<file path="config.mk">
export PLATFORM = sky130hd
export DESIGN_NAME = bss_core
export DESIGN_NICKNAME = d
export VERILOG_FILES = /design/src/core/bss_pkg.sv /design/src/core/bss_averager.sv /design/src/core/bss_core.sv
export SDC_FILE = /design/constraint.sdc
export NUM_CORES = 1
export LEC_CHECK = 0
export BUFFER_PORTS_ARGS = -buffer_cell sky130_fd_sc_hd__buf_4
export CAP_MARGIN = 15
export CELL_PAD_IN_SITES_DETAIL_PLACEMENT = 2
export CELL_PAD_IN_SITES_GLOBAL_PLACEMENT = 2
export CORE_UTILIZATION = 43
export DETAILED_ROUTE_END_ITERATION = 7
export GPL_TIMING_DRIVEN = 0
export MAX_ROUTING_LAYER = met4
export PLACE_DENSITY = 0.84
export SLEW_MARGIN = 20
export SYNTH_ARGS = -nofsm -noshare
export SYNTH_HDL_FRONTEND = slang
export SYNTH_SLANG_ARGS = --single-unit
export TNS_END_PERCENT = 5
</file>
<file path="constraint.sdc">
create_clock -name clk -period 5.6 [get_ports clk]
set_input_delay 0.28 -clock clk [delete_from_list [all_inputs] [get_ports clk]]
set_output_delay 0.28 -clock clk [all_outputs]
set_load 0.01 [all_outputs]
</file>
<file path="src/core/bss_pkg.sv">
package bss_pkg;
	localparam int WORD_W        = 16;
	localparam int AVG_LOG2      = 4;
	localparam int AVG_DEPTH     = 16;
	localparam int SUM_W         = WORD_W + AVG_LOG2;
	localparam int CLK_HZ        = 10_000_000;
	localparam int EXTRA_MS      = 320;
	localparam int EXTRA_CYCLES  = (CLK_HZ / 1000) * EXTRA_MS;
	localparam int SETTLE_CYCLES = 1000;
	localparam logic [WORD_W-1:0] ZERO_WORD = 16'h0000;

	typedef enum logic [1:0] {
		RB_IDLE   = 2'b00,
		RB_SETTLE = 2'b01,
		RB_EXTRA  = 2'b11,
		RB_VALID  = 2'b10
	} bss_rb_state_t;
endpackage

</file>
<file path="src/core/bss_averager.sv">
`timescale 1ns/1ps
`default_nettype none
module bss_averager (
	// Clock and reset
	input  wire logic                        clk,
	input  wire logic                        rst_n,
	// Sample stream
	input  wire logic                        clear,
	input  wire logic                        sampleValid,
	input  wire logic [bss_pkg::WORD_W-1:0]  sample,
	// Mean and window-full flag
	output logic      [bss_pkg::WORD_W-1:0]  mean,
	output logic                             full
);
	logic [bss_pkg::WORD_W-1:0] win [bss_pkg::AVG_DEPTH];
	logic [bss_pkg::AVG_LOG2-1:0] wrPtr_reg;
	logic [bss_pkg::AVG_LOG2:0]   count_reg;
	logic signed [bss_pkg::SUM_W-1:0] sum_reg;
	logic signed [bss_pkg::SUM_W-1:0] sum_next;
	logic signed [bss_pkg::SUM_W-1:0] inExt;
	logic signed [bss_pkg::SUM_W-1:0] outExt;
	logic [bss_pkg::WORD_W-1:0] mean_reg;

	assign inExt    = bss_pkg::SUM_W'(signed'(sample));
	assign outExt   = bss_pkg::SUM_W'(signed'(win[wrPtr_reg]));
	assign sum_next = sum_reg + inExt - outExt;
	assign mean     = mean_reg;
	assign full     = count_reg[bss_pkg::AVG_LOG2];

	// ==========================================
	// Window store, zero-filled before use
	genvar g;
	generate
		for (g = 0; g < bss_pkg::AVG_DEPTH; g++) begin : gWin
			always_ff @(posedge clk or negedge rst_n) begin
				if (!rst_n)
					win[g] <= bss_pkg::ZERO_WORD;
				else if (clear)
					win[g] <= bss_pkg::ZERO_WORD;
				else if (sampleValid && wrPtr_reg == bss_pkg::AVG_LOG2'(g))
					win[g] <= sample;
			end
		end
	endgenerate

	always_ff @(posedge clk or negedge rst_n) begin
		if (!rst_n) begin
			wrPtr_reg <= '0;
			count_reg <= '0;
			sum_reg   <= '0;
			mean_reg  <= bss_pkg::ZERO_WORD;
		end else if (clear) begin
			wrPtr_reg <= '0;
			count_reg <= '0;
			sum_reg   <= '0;
			mean_reg  <= bss_pkg::ZERO_WORD;
		end else if (sampleValid) begin
			wrPtr_reg <= wrPtr_reg + 1'b1;
			if (!full)
				count_reg <= count_reg + 1'b1;
			sum_reg   <= sum_next;
			mean_reg  <= bss_pkg::WORD_W'(sum_next >>> bss_pkg::AVG_LOG2);
		end
	end
endmodule
`default_nettype wire

</file>
<file path="src/core/bss_core.sv">
`timescale 1ns/1ps
`default_nettype none
module bss_core #(
	parameter int EXTRA_CYCLES  = bss_pkg::EXTRA_CYCLES,
	parameter int SETTLE_CYCLES = bss_pkg::SETTLE_CYCLES
) (
	// Clock and reset
	input  wire logic                        clk,
	input  wire logic                        rst_n,
	// Host bus side, same clock
	input  wire logic                        remoteReq,
	input  wire logic                        localReq,
	input  wire logic                        voltWr,
	input  wire logic                        currWr,
	input  wire logic                        outWr,
	input  wire logic                        outOnIn,
	input  wire logic [bss_pkg::WORD_W-1:0]  setData,
	// Supply programming
	output logic                             remoteMode,
	output logic      [bss_pkg::WORD_W-1:0]  voltProg,
	output logic      [bss_pkg::WORD_W-1:0]  currProg,
	output logic                             outputOn,
	// Measurement
	input  wire logic                        sampleValid,
	input  wire logic [bss_pkg::WORD_W-1:0]  sample,
	output logic      [bss_pkg::WORD_W-1:0]  readback,
	output logic                             readbackValid
);
	logic remote_reg;
	logic outOn_reg;
	logic [bss_pkg::WORD_W-1:0] volt_reg;
	logic [bss_pkg::WORD_W-1:0] curr_reg;
	bss_pkg::bss_rb_state_t state_reg;
	bss_pkg::bss_rb_state_t state_next;
	logic [31:0] timer_reg;
	logic [31:0] timer_next;
	logic        avgFull;
	logic        hostWr;

	// ==========================================
	// Setpoints and mode
	assign hostWr     = remote_reg;
	assign remoteMode = remote_reg;
	assign voltProg   = volt_reg;
	assign currProg   = curr_reg;
	assign outputOn   = outOn_reg;

	always_ff @(posedge clk or negedge rst_n) begin
		if (!rst_n) begin
			remote_reg <= 1'b0;
			volt_reg   <= bss_pkg::ZERO_WORD;
			curr_reg   <= bss_pkg::ZERO_WORD;
			outOn_reg  <= 1'b0;
		end else begin
			if (localReq)
				remote_reg <= 1'b0;
			else if (remoteReq)
				remote_reg <= 1'b1;
			if (hostWr && voltWr)
				volt_reg <= setData;
			if (hostWr && currWr)
				curr_reg <= setData;
			if (hostWr && outWr)
				outOn_reg <= outOnIn;
		end
	end

	// ==========================================
	// Readback averaging
	bss_averager uAvg (
		.clk         (clk),
		.rst_n       (rst_n),
		.clear       (1'b0),
		.sampleValid (sampleValid),
		.sample      (sample),
		.mean        (readback),
		.full        (avgFull)
	);

	// ==========================================
	// Validity timing
	always_comb begin
		state_next = state_reg;
		timer_next = timer_reg;
		case (state_reg)
			bss_pkg::RB_IDLE: begin
				timer_next = 32'(SETTLE_CYCLES);
				state_next = bss_pkg::RB_SETTLE;
			end
			bss_pkg::RB_SETTLE: begin
				if (timer_reg <= 32'd1 && avgFull) begin
					timer_next = 32'(EXTRA_CYCLES);
					state_next = bss_pkg::RB_EXTRA;
				end else if (timer_reg > 32'd1) begin
					timer_next = timer_reg - 32'd1;
				end
			end
			bss_pkg::RB_EXTRA: begin
				if (timer_reg <= 32'd1)
					state_next = bss_pkg::RB_VALID;
				else
					timer_next = timer_reg - 32'd1;
			end
			bss_pkg::RB_VALID: begin
				state_next = bss_pkg::RB_VALID;
			end
			default: begin
				state_next = bss_pkg::RB_IDLE;
			end
		endcase
	end

	always_ff @(posedge clk or negedge rst_n) begin
		if (!rst_n) begin
			state_reg <= bss_pkg::RB_IDLE;
			timer_reg <= '0;
		end else begin
			state_reg <= state_next;
			timer_reg <= timer_next;
		end
	end

	assign readbackValid = (state_reg == bss_pkg::RB_VALID);
endmodule
`default_nettype wire

</file>
==> results of run 1 <==
-- power by group --
| group | switching, mW | internal, mW |
|---|---|---|
| registers | 0.727 | 3.63 |
| clock network | 1.18 | 1.62 |
| logic | 4.66 | 3.58 |
-- timing repair --
item / 4_1_cts / 5_1_grt
gates resized for setup: 5 / 12
gates cloned: 0 / 0
hold buffers: 31 / 0
hold endpoints to repair: 150 / 0
endpoints found under the setup margin: 4 / 3
-- metal layers --
metal	up-vias	GRT usage (%)	wire length [um]
li1	5438	-	-
met1	7080	39.5	24800
met2	392	54.3	31600
met3	172	6.97	3900
met4	0	12.9	2690
met5	-	-	0
-- path summary, 6_finish.rpt --
kind	start	to	slack, ps	cells after the start
worst min register to register	uAvg.win[115]	uAvg.win[115]	480	2
worst max-delay path	uAvg.wrPtr_reg[0]	uAvg.mean[12]	300	16
max in group asynchronous	rst_n	uAvg.win[42]	4270	3
worst max register to register	uAvg.wrPtr_reg[0]	uAvg.mean[12]	300	16
min in group asynchronous	rst_n	uAvg.mean[3]	330	2
worst min-delay path	outWr	outputOn	40	3
-- cell usage in the layout (no fill, tap or decap), types with 6 or more instances in the layout --
cell / instances
a211oi_1: 6
a21o_1: 14
a21oi_1: 33
buf_2: 7
buf_4: 112
clkbuf_1: 67
clkbuf_16: 41
clkbuf_2: 8
clkbuf_8: 12
clkinv_2: 8
dfrtp_1: 353
dlygate4sd3_1: 31
fa_1: 19
ha_1: 28
inv_1: 75
mux2_2: 160
mux2i_1: 8
mux4_2: 80
nand2_1: 183
nand3_1: 19
nand4_1: 12
nor2_1: 28
nor3_1: 13
nor4_1: 6
o211ai_1: 9
o21ai_0: 145
o21ai_1: 18
or3_1: 9
xnor2_1: 12
xor2_1: 8
-- final cells by class --
type                            count  area (um2)
Timing Repair Buffer              126        1090
Sequential cell                   353        8830
Inverter                           76         285
Multi-Input combinational cell    896        7660
Clock buffer                       62        1220
Antenna cell                        1        2.50
Buffer                            101         484
Fill cell                        3797       18700
Tap cell                          518         648
Clock inverter                     13         166
-- metrics by stage --
step / TNS [ps] / power, mW / utilization, % / std cells
final: 0 / 15.4 / 52.2 / 2146
after global routing: 0 / 16.3 / 52.2 / 2146
after CTS: 0 / 15.4 / 52.1 / 2145
after detailed placement: -193 / 12.2 / 47.7 / 2039
after global placement: 0 / 11.5 / 47.4 / 2035
after floorplan: 0 / 9.56 / - / 1426
-- worst min-delay path, delay by kind of cell --
| family | cells | cell delay [ps] |
|---|---|---|
| multiplexers | 1 | 140 |
| buffers and inverters | 1 | 110 |
| AND/OR/NAND/NOR | 1 | 50 |
-- cells by family (layout without fill, tap and decap cells) --
group	after synthesis	after routing	share of synthesized area (%)
AO/OA/AOI/OAI	275	275	9.41
adder cells (fa/ha/maj)	47	47	4.24
AND/OR/NAND/NOR	306	306	8.28
multiplexers	248	248	21.4
buffers and inverters	177	378	4.35
other	0	1	0
flip-flops	353	353	51.3
XOR/XNOR	20	20	1.02
==> flow_metrics.py, run 1 <==
metrics = {
    "outcome": {
        "status": "complete, no violations",
    },
    "cts": {
        "clockRootBuffer": "clkbuf_16",
        "cts_tree": "yes",
        "cts.sinks": 353,
        "clock_latency_ps": 590,
        "cts_buffers": 41,
        "htree_levels": 2,
        "post_cts_buffers": 0,
        "clk_pin_slew_ps": 60,
        "cts_buffer_depth": 3,
    },
    "critical_path": {
        "startpoint_type": "register",
        "path_cells": "clkbuf_1 > clkbuf_4 > clkbuf_4 > mux4_2 > mux4_2 > ha_1 > inv_1 > ha_1 > inv_1 > fa_1 > nand2b_1 > a21oi_2 > o211a_1 > a221o_1 > or4b_1 > o211ai_1",
        "max_stage_delay_ps": 570,
        "critical_path_class": "register to register",
        "path_max_fanout": 10,
        "endpoint_kind": "register",
        "critPathSlowestCell": "mux4_2",
        "worstPathRequired_ps": 6090,
        "critPathBufInv": 5,
        "arrival_ps": 5790,
        "path_delay_family": "multiplexers",
    },
    "logic_synthesis": {
        "synth_flop_cell": "dfrtp_1",
        "ys_seq_elements": 353,
        "synth_cell_types": 68,
        "synth_top_cell_area_share_pct": 51.3,
        "ys_seq_area_share_pct": 51.3,
        "yosysMostFrequentCell": "dfrtp_1",
        "synthCells": 1426,
        "synth_top_area_cell": "dfrtp_1",
        "synth-edff-count": 0,
        "syn_nets": 1514,
        "async_reset_ff_share_pct": 100,
        "synth_warnings": 0,
        "synthTopCellsByCount": "353 x dfrtp_1, 183 x nand2_1, 160 x mux2_2",
        "syn-cell-area_um2": 17200,
        "synthTopCellsByArea": "dfrtp_1 51%, mux2_2 10%, mux4_2 10%, o21ai_0 4.2%, nand2_1 4.0%",
        "avgSynthCellArea_um2": 12.1,
    },
    "drt": {
        "viasPerCell": 6.10,
        "drc": 0,
        "dr.pass1.iters": 6,
        "vias": 13100,
        "ant_nets": 0,
        "drt_iter0_markers": 750,
        "wl_per_cell_um": 29.3,
        "wirelength_um": 62900,
    },
    "finish": {
        "nNetsFinal": 1683,
        "drive_above_1_share_pct": 28.0,
        "largest_reg_flops": 256,
        "synthToLayoutAreaGrowth_pct": 18.5,
        "fin_area_um2": 20400,
    },
    "floorplanning": {
        "core_um2": 39100,
        "die_h_um": 202,
        "start_util_pct": 44.0,
        "die_x_um": 202,
        "dieArea_um2": 40800,
        "rows": 72,
        "io_pins": 92,
    },
    "sta": {
        "fin_crit_ps": 5300,
        "relSlewSlack_pct": 26.8,
        "hold_viol": 0,
        "postLayoutSetupSlackWorst_ps": 303,
        "clock.fmax_ghz": 0.189,
        "grt_setup_unrepaired": "no",
        "min_period_over_period_pct": 94.6,
        "hold_slack_ps": 37.9,
        "skew_ps": 27.6,
        "final-max-slew-violation-count": 0,
        "setup_viol": 0,
        "tightest_slew_ps": 1100,
    },
    "place": {
        "dp_worst_setup_slack_ps": -133,
        "port-buffer-count": 91,
        "place_area_um2": 18700,
        "dpl.hpwl_um": 40300,
        "place.gp.congestion": 0.855,
    },
    "grt": {
        "grt_pass1_wl_um": 96800,
        "grtUsageTotal_pct": 32.9,
        "antenna_found_initial": 1,
        "grt_start_max_net_pins": 96,
        "overflow": 0,
        "first_global_vias": 14800,
    },
    "pwr": {
        "p_leak_nw": 9.11,
        "powerDensity_nw_per_um2": 754,
        "ir_drop_v": 0.000351,
    },
    "min_path": {
        "hp-class": "primary input to register",
    },
    "flow_run": {
        "max_cap_violations": 0,
    },
}
Power figures use the tool's default switching activity.
==> inputs of run 2 (changes only) <==
- CORE_UTILIZATION: 43 -> 35
- PLACE_DENSITY: 0.84 -> 0.71
==> flow_metrics.py, run 2 (synthesis results as in run 1) <==
metrics = {
    "drt": {
        "drt_iter0_markers": 643,
        "vias": 12400,
        "viasPerCell": 5.41,
        "wl_per_cell_um": 24.0,
        "dr.pass1.iters": 5,
        "drc": 0,
        "wirelength_um": 54900,
        "ant_nets": 0,
    },
    "critical_path": {
        "r2r_cells": 14,
        "critPathSlowestCell": "mux4_2",
        "startpoint": "uAvg.wrPtr_reg[0]",
        "path_cells": "clkbuf_1 > buf_2 > clkbuf_4 > mux4_2 > mux4_2 > fa_1 > inv_1 > ha_1 > clkbuf_1 > a21o_1 > a31o_1 > a31oi_1 > o31ai_1 > a2111o_1",
        "r2r_setup_slack_ps": 260,
        "r2r-start": "uAvg.wrPtr_reg[0]",
        "max_stage_delay_ps": 620,
        "endpoint_kind": "register",
        "startpoint_type": "register",
        "path_max_fanout": 10,
        "worstPathRequired_ps": 6060,
        "r2r_end": "uAvg.mean[15]",
        "arrival_ps": 5790,
        "critical_path_class": "register to register",
    },
    "finish": {
        "diodes": 0,
        "largest_reg_flops": 256,
        "fillerInstances": 4840,
        "synthToLayoutAreaGrowth_pct": 19.9,
        "layout_common_cells": "353 x dfrtp_1, 183 x nand2_1, 160 x mux2_2",
        "fin_area_um2": 20600,
        "nNetsFinal": 1688,
        "drive_above_1_share_pct": 27.9,
        "multi_input_area_um2": 7660,
        "final_common_cell": "dfrtp_1",
        "final-seq-area_um2": 8830,
    },
    "cts": {
        "cts.sinks": 353,
        "clockRootBuffer": "clkbuf_16",
        "clk_pin_slew_ps": 60,
        "cts_buffer_depth": 3,
        "cts_tree": "yes",
        "htree_levels": 2,
        "post_cts_buffers": 0,
        "clock_latency_ps": 590,
        "cts_buffers": 43,
    },
    "place": {
        "place.gp.congestion": 0.834,
        "port-buffer-count": 91,
        "dpl.hpwl_um": 39000,
        "place_area_um2": 18900,
    },
    "grt": {
        "grt_pass1_wl_um": 86200,
        "use_met3_pct": 3.79,
        "top_usage_layer": "met2",
        "grt_start_max_net_pins": 85,
        "use_met1_pct": 30.5,
        "overflow": 0,
        "grtUsageTotal_pct": 23.4,
        "first_global_vias": 14400,
        "antenna_found_initial": 0,
        "use_met2_pct": 37.3,
    },
    "pwr": {
        "power_mw": 14.9,
        "powerDensity_nw_per_um2": 721,
        "ir_drop_v": 0.000308,
        "p_leak_nw": 9.14,
    },
    "sta": {
        "relSlewSlack_pct": 33.6,
        "hold_viol": 0,
        "final-max-slew-violation-count": 0,
        "clock.fmax_ghz": 0.187,
        "setup_viol": 0,
        "skew_ps": 24.3,
        "fin_crit_ps": 5340,
        "tightest_slew_ps": 997,
        "min_period_over_period_pct": 95.3,
    },
    "min_path": {
        "hold_path_end": "uAvg.win[96]",
        "hold_start": "sample[0]",
        "whs_path_depth": 2,
        "hp-class": "primary input to register",
    },
    "floorplanning": {
        "die_x_um": 224,
        "rows": 80,
        "core_um2": 48100,
        "io_pins": 92,
        "start_util_pct": 35.8,
        "die_h_um": 224,
        "dieArea_um2": 50100,
    },
    "outcome": {
        "status": "complete, no violations",
    },
    "flow_run": {
        "max_cap_violations": 0,
    },
}
[run 2: cell count changes in the layout (fill, tap and decap cells not counted), sizes merged]
| cell | change |
|---|---|
| buf | +5 |
| clkbuf | +5 |
| clkinv | -6 |
| clkinvlp | +2 |
| diode | -1 |
| dlygate4sd3 | -1 |
[run 2: cell type report]
class / instances / area share, %
clock inverter: 9 / 0.576
sequential: 353 / 42.8
tap: 656 / 3.98
multi-input combinational: 896 / 37.1
timing repair buffer: 129 / 5.48
buffer: 101 / 2.31
inverter: 76 / 1.38
clock buffer: 68 / 6.40
[run 2: critical path: cells and delay by family, from the launching register on]
kind / cells / cell delay [ps]
buffers and inverters: 5 / 1270
AOI/OAI and AO/OA: 5 / 1580
DFF: 1 / 420
adders and majority gates: 2 / 780
muxes: 2 / 1150
[run 2: power by group]
part	leakage, nW	internal [mW]	switching (mW)
Sequential	4.39	3.63	0.598
Combinational	4.04	3.56	4.25
Clock	0.701	1.71	1.15
[run 2: timing repair]
item | 4_1_cts | 5_1_grt
hold buffers | 30 | 0
resized for setup | 5 | 4
cloned | 0 | 0
setup endpoints to repair | 2 | 2
endpoints found under the hold margin | 117 | 0
[run 2: stage by stage]
| step | worst slack, ps | std cells | util (%) | hold slack [ps] | TNS, ps |
|---|---|---|---|---|---|
| after floorplan | 1150 | 1426 | - | -15.6 | 0 |
| after global placement | 4.17 | 2173 | 38.9 | 431 | 0 |
| after detailed placement | -102 | 2181 | 39.2 | 202 | -132 |
| after CTS | 19.6 | 2288 | 42.9 | 8.31 | 0 |
| after global routing | -1.47 | 2288 | 42.9 | 34.0 | -1.47 |
| final | 263 | 2288 | 42.9 | 49.3 | 0 |
[run 2: worst max-delay path by stage]
stage / end / slack (ps) / depth (start not counted)
final: uAvg.mean[15] / 260 / 14
after detailed placement: uAvg.mean[12] / -100 / 12
after floorplan: uAvg.mean[12] / 1150 / 13
after global routing: uAvg.mean[12] / -1 / 16
after CTS: uAvg.mean[12] / 20 / 16
after global placement: uAvg.mean[12] / 4 / 12
[run 2: routing by layer]
| metal | part of all wire (%) | vias to the layer above |
|---|---|---|
| met4 | 2.6 | 0 |
| met1 | 45 | 6640 |
| met2 | 48 | 197 |
| li1 | - | 5446 |
| met5 | 0 | - |
| met3 | 3.8 | 89 |
==> inputs of run 3 (changes only) <==
- PLACE_DENSITY: 0.71 -> 0.73
- clock period: 5.6 -> 4.57 ns (I/O delays scaled with it)
==> flow_metrics.py, run 3 (synthesis results as in run 1) <==
metrics = {
    "finish": {
        "final_common_cell": "dfrtp_1",
        "synthToLayoutAreaGrowth_pct": 22.7,
        "fillerInstances": 4872,
        "largest_reg_flops": 256,
        "diodes": 0,
        "final_util_pct": 43.9,
        "layout_common_cells": "352 x dfrtp_1, 182 x nand2_1, 160 x mux2_2",
        "multi_input_area_um2": 7760,
        "drive_above_1_share_pct": 30.1,
        "nNetsFinal": 1701,
        "final-seq-area_um2": 8830,
    },
    "floorplanning": {
        "rows": 80,
        "io_pins": 92,
        "core_um2": 48100,
        "die_x_um": 224,
        "dieArea_um2": 50100,
        "die_h_um": 224,
        "start_util_pct": 35.8,
    },
    "min_path": {
        "hp-class": "primary input to register",
    },
    "place": {
        "dpl.hpwl_um": 39300,
        "place.gp.congestion": 0.784,
        "port-buffer-count": 91,
    },
    "grt": {
        "first_global_vias": 14300,
        "antenna_found_initial": 1,
        "grt_pass1_wl_um": 87900,
        "overflow": 0,
        "grt_start_max_net_pins": 96,
        "grtUsageTotal_pct": 23.9,
    },
    "sta": {
        "fin_crit_ps": 4500,
        "min_period_over_period_pct": 98.4,
        "relSlewSlack_pct": 25.2,
        "grt_setup_unrepaired": "yes",
        "setup_viol": 0,
        "final-max-slew-violation-count": 0,
        "tightest_slew_ps": 1120,
        "hold_slack_ps": 44.9,
        "clock.fmax_ghz": 0.222,
        "hold_viol": 0,
        "tns_ps": 0,
        "skew_ps": 18.3,
    },
    "critical_path": {
        "endpoint_kind": "register",
        "path_max_fanout": 10,
        "worstPathRequired_ps": 5040,
        "arrival_ps": 4960,
        "startpoint_type": "register",
        "critical_path_class": "register to register",
    },
    "cts": {
        "cts.sinks": 353,
        "cts_tree": "yes",
        "cts_buffers": 44,
        "clock_latency_ps": 590,
        "cts_buffer_depth": 3,
        "htree_levels": 2,
        "clk_pin_slew_ps": 60,
        "clockRootBuffer": "clkbuf_16",
    },
    "drt": {
        "dr.pass1.iters": 4,
        "wl_per_cell_um": 24.5,
        "vias": 12500,
        "viasPerCell": 5.41,
        "wirelength_um": 56500,
        "drc": 0,
        "ant_nets": 0,
        "drt_iter0_markers": 660,
    },
    "pwr": {
        "ir_drop_v": 0.000403,
        "p_leak_nw": 9.35,
        "powerDensity_nw_per_um2": 929,
    },
    "outcome": {
        "status": "complete, no violations",
    },
    "flow_run": {
        "max_cap_violations": 0,
    },
}
## run 3: final cells by class
cell class | instances | area share, %
sequential | 353 | 41.8
multi-input combinational | 896 | 36.7
timing repair buffer | 146 | 6.18
clock buffer | 58 | 5.84
tap | 656 | 3.88
buffer | 96 | 2.66
clock inverter | 23 | 1.55
inverter | 76 | 1.35
## run 3: layer usage
| metal | routed length (um) | vias to the layer above | part of all wire [%] | GRT usage [%] |
|---|---|---|---|---|
| met5 | 0 | - | 0 | - |
| met4 | 1370 | 0 | 2.4 | 7.20 |
| met3 | 1690 | 91 | 3.0 | 2.49 |
| met2 | 28500 | 210 | 50 | 39.8 |
| met1 | 25000 | 6704 | 44 | 30.8 |
| li1 | - | 5464 | - | - |
## run 3: where the power goes
| part | internal [mW] | switching [mW] |
|---|---|---|
| logic | 5.00 | 5.64 |
| registers | 4.45 | 0.769 |
| clock network | 2.30 | 1.47 |
| total | 11.7 | 7.88 |
## run 3: worst paths after layout
check | start | to | slack, ps | depth (start not counted)
setup / recovery | uAvg.wrPtr_reg[1] | uAvg.mean[15] | 70 | 13
hold / removal | sampleValid | uAvg.wrPtr_reg[2] | 40 | 3
setup reg to reg | uAvg.wrPtr_reg[1] | uAvg.mean[15] | 70 | 13
hold reg to reg | uAvg.win[158] | uAvg.win[158] | 480 | 2
max in group asynchronous | rst_n | uAvg.win[155] | 3120 | 4
min in group asynchronous | rst_n | uAvg.mean[2] | 120 | 2
## run 3: what timing repair did
action / 4_1_cts / 5_1_grt
setup endpoints to repair: 16 / 7
pin swaps: 3 / 5
hold buffers: 37 / 0
endpoints found under the hold margin: 199 / 0
setup buffers: 4 / 9
resized for setup: 40 / 28
cloned: 0 / 1
## run 3: worst max-delay path: stages (launching register included)
cell and delay [ps]:
dfrtp_1 460, buf_4 270, clkbuf_8 250, mux4_2 400
mux4_2 580, fa_1 510, inv_1 40, ha_1 250
a211oi_1 320, o211ai_1 300, a31oi_4 340, buf_4 170
o31ai_1 70, a2111o_1 390
## run 3: through the flow
stage	power, mW	worst slack (ps)	cell area (um2)	instances
after floorplan	11.7	123	17200	1426
after detailed placement	14.8	-1020	18900	2177
final	19.6	72.1	21100	2304
after global routing	20.9	-36.7	21100	2304
after CTS	19.1	-25.7	20900	2298
after global placement	14.2	-911	18700	2173
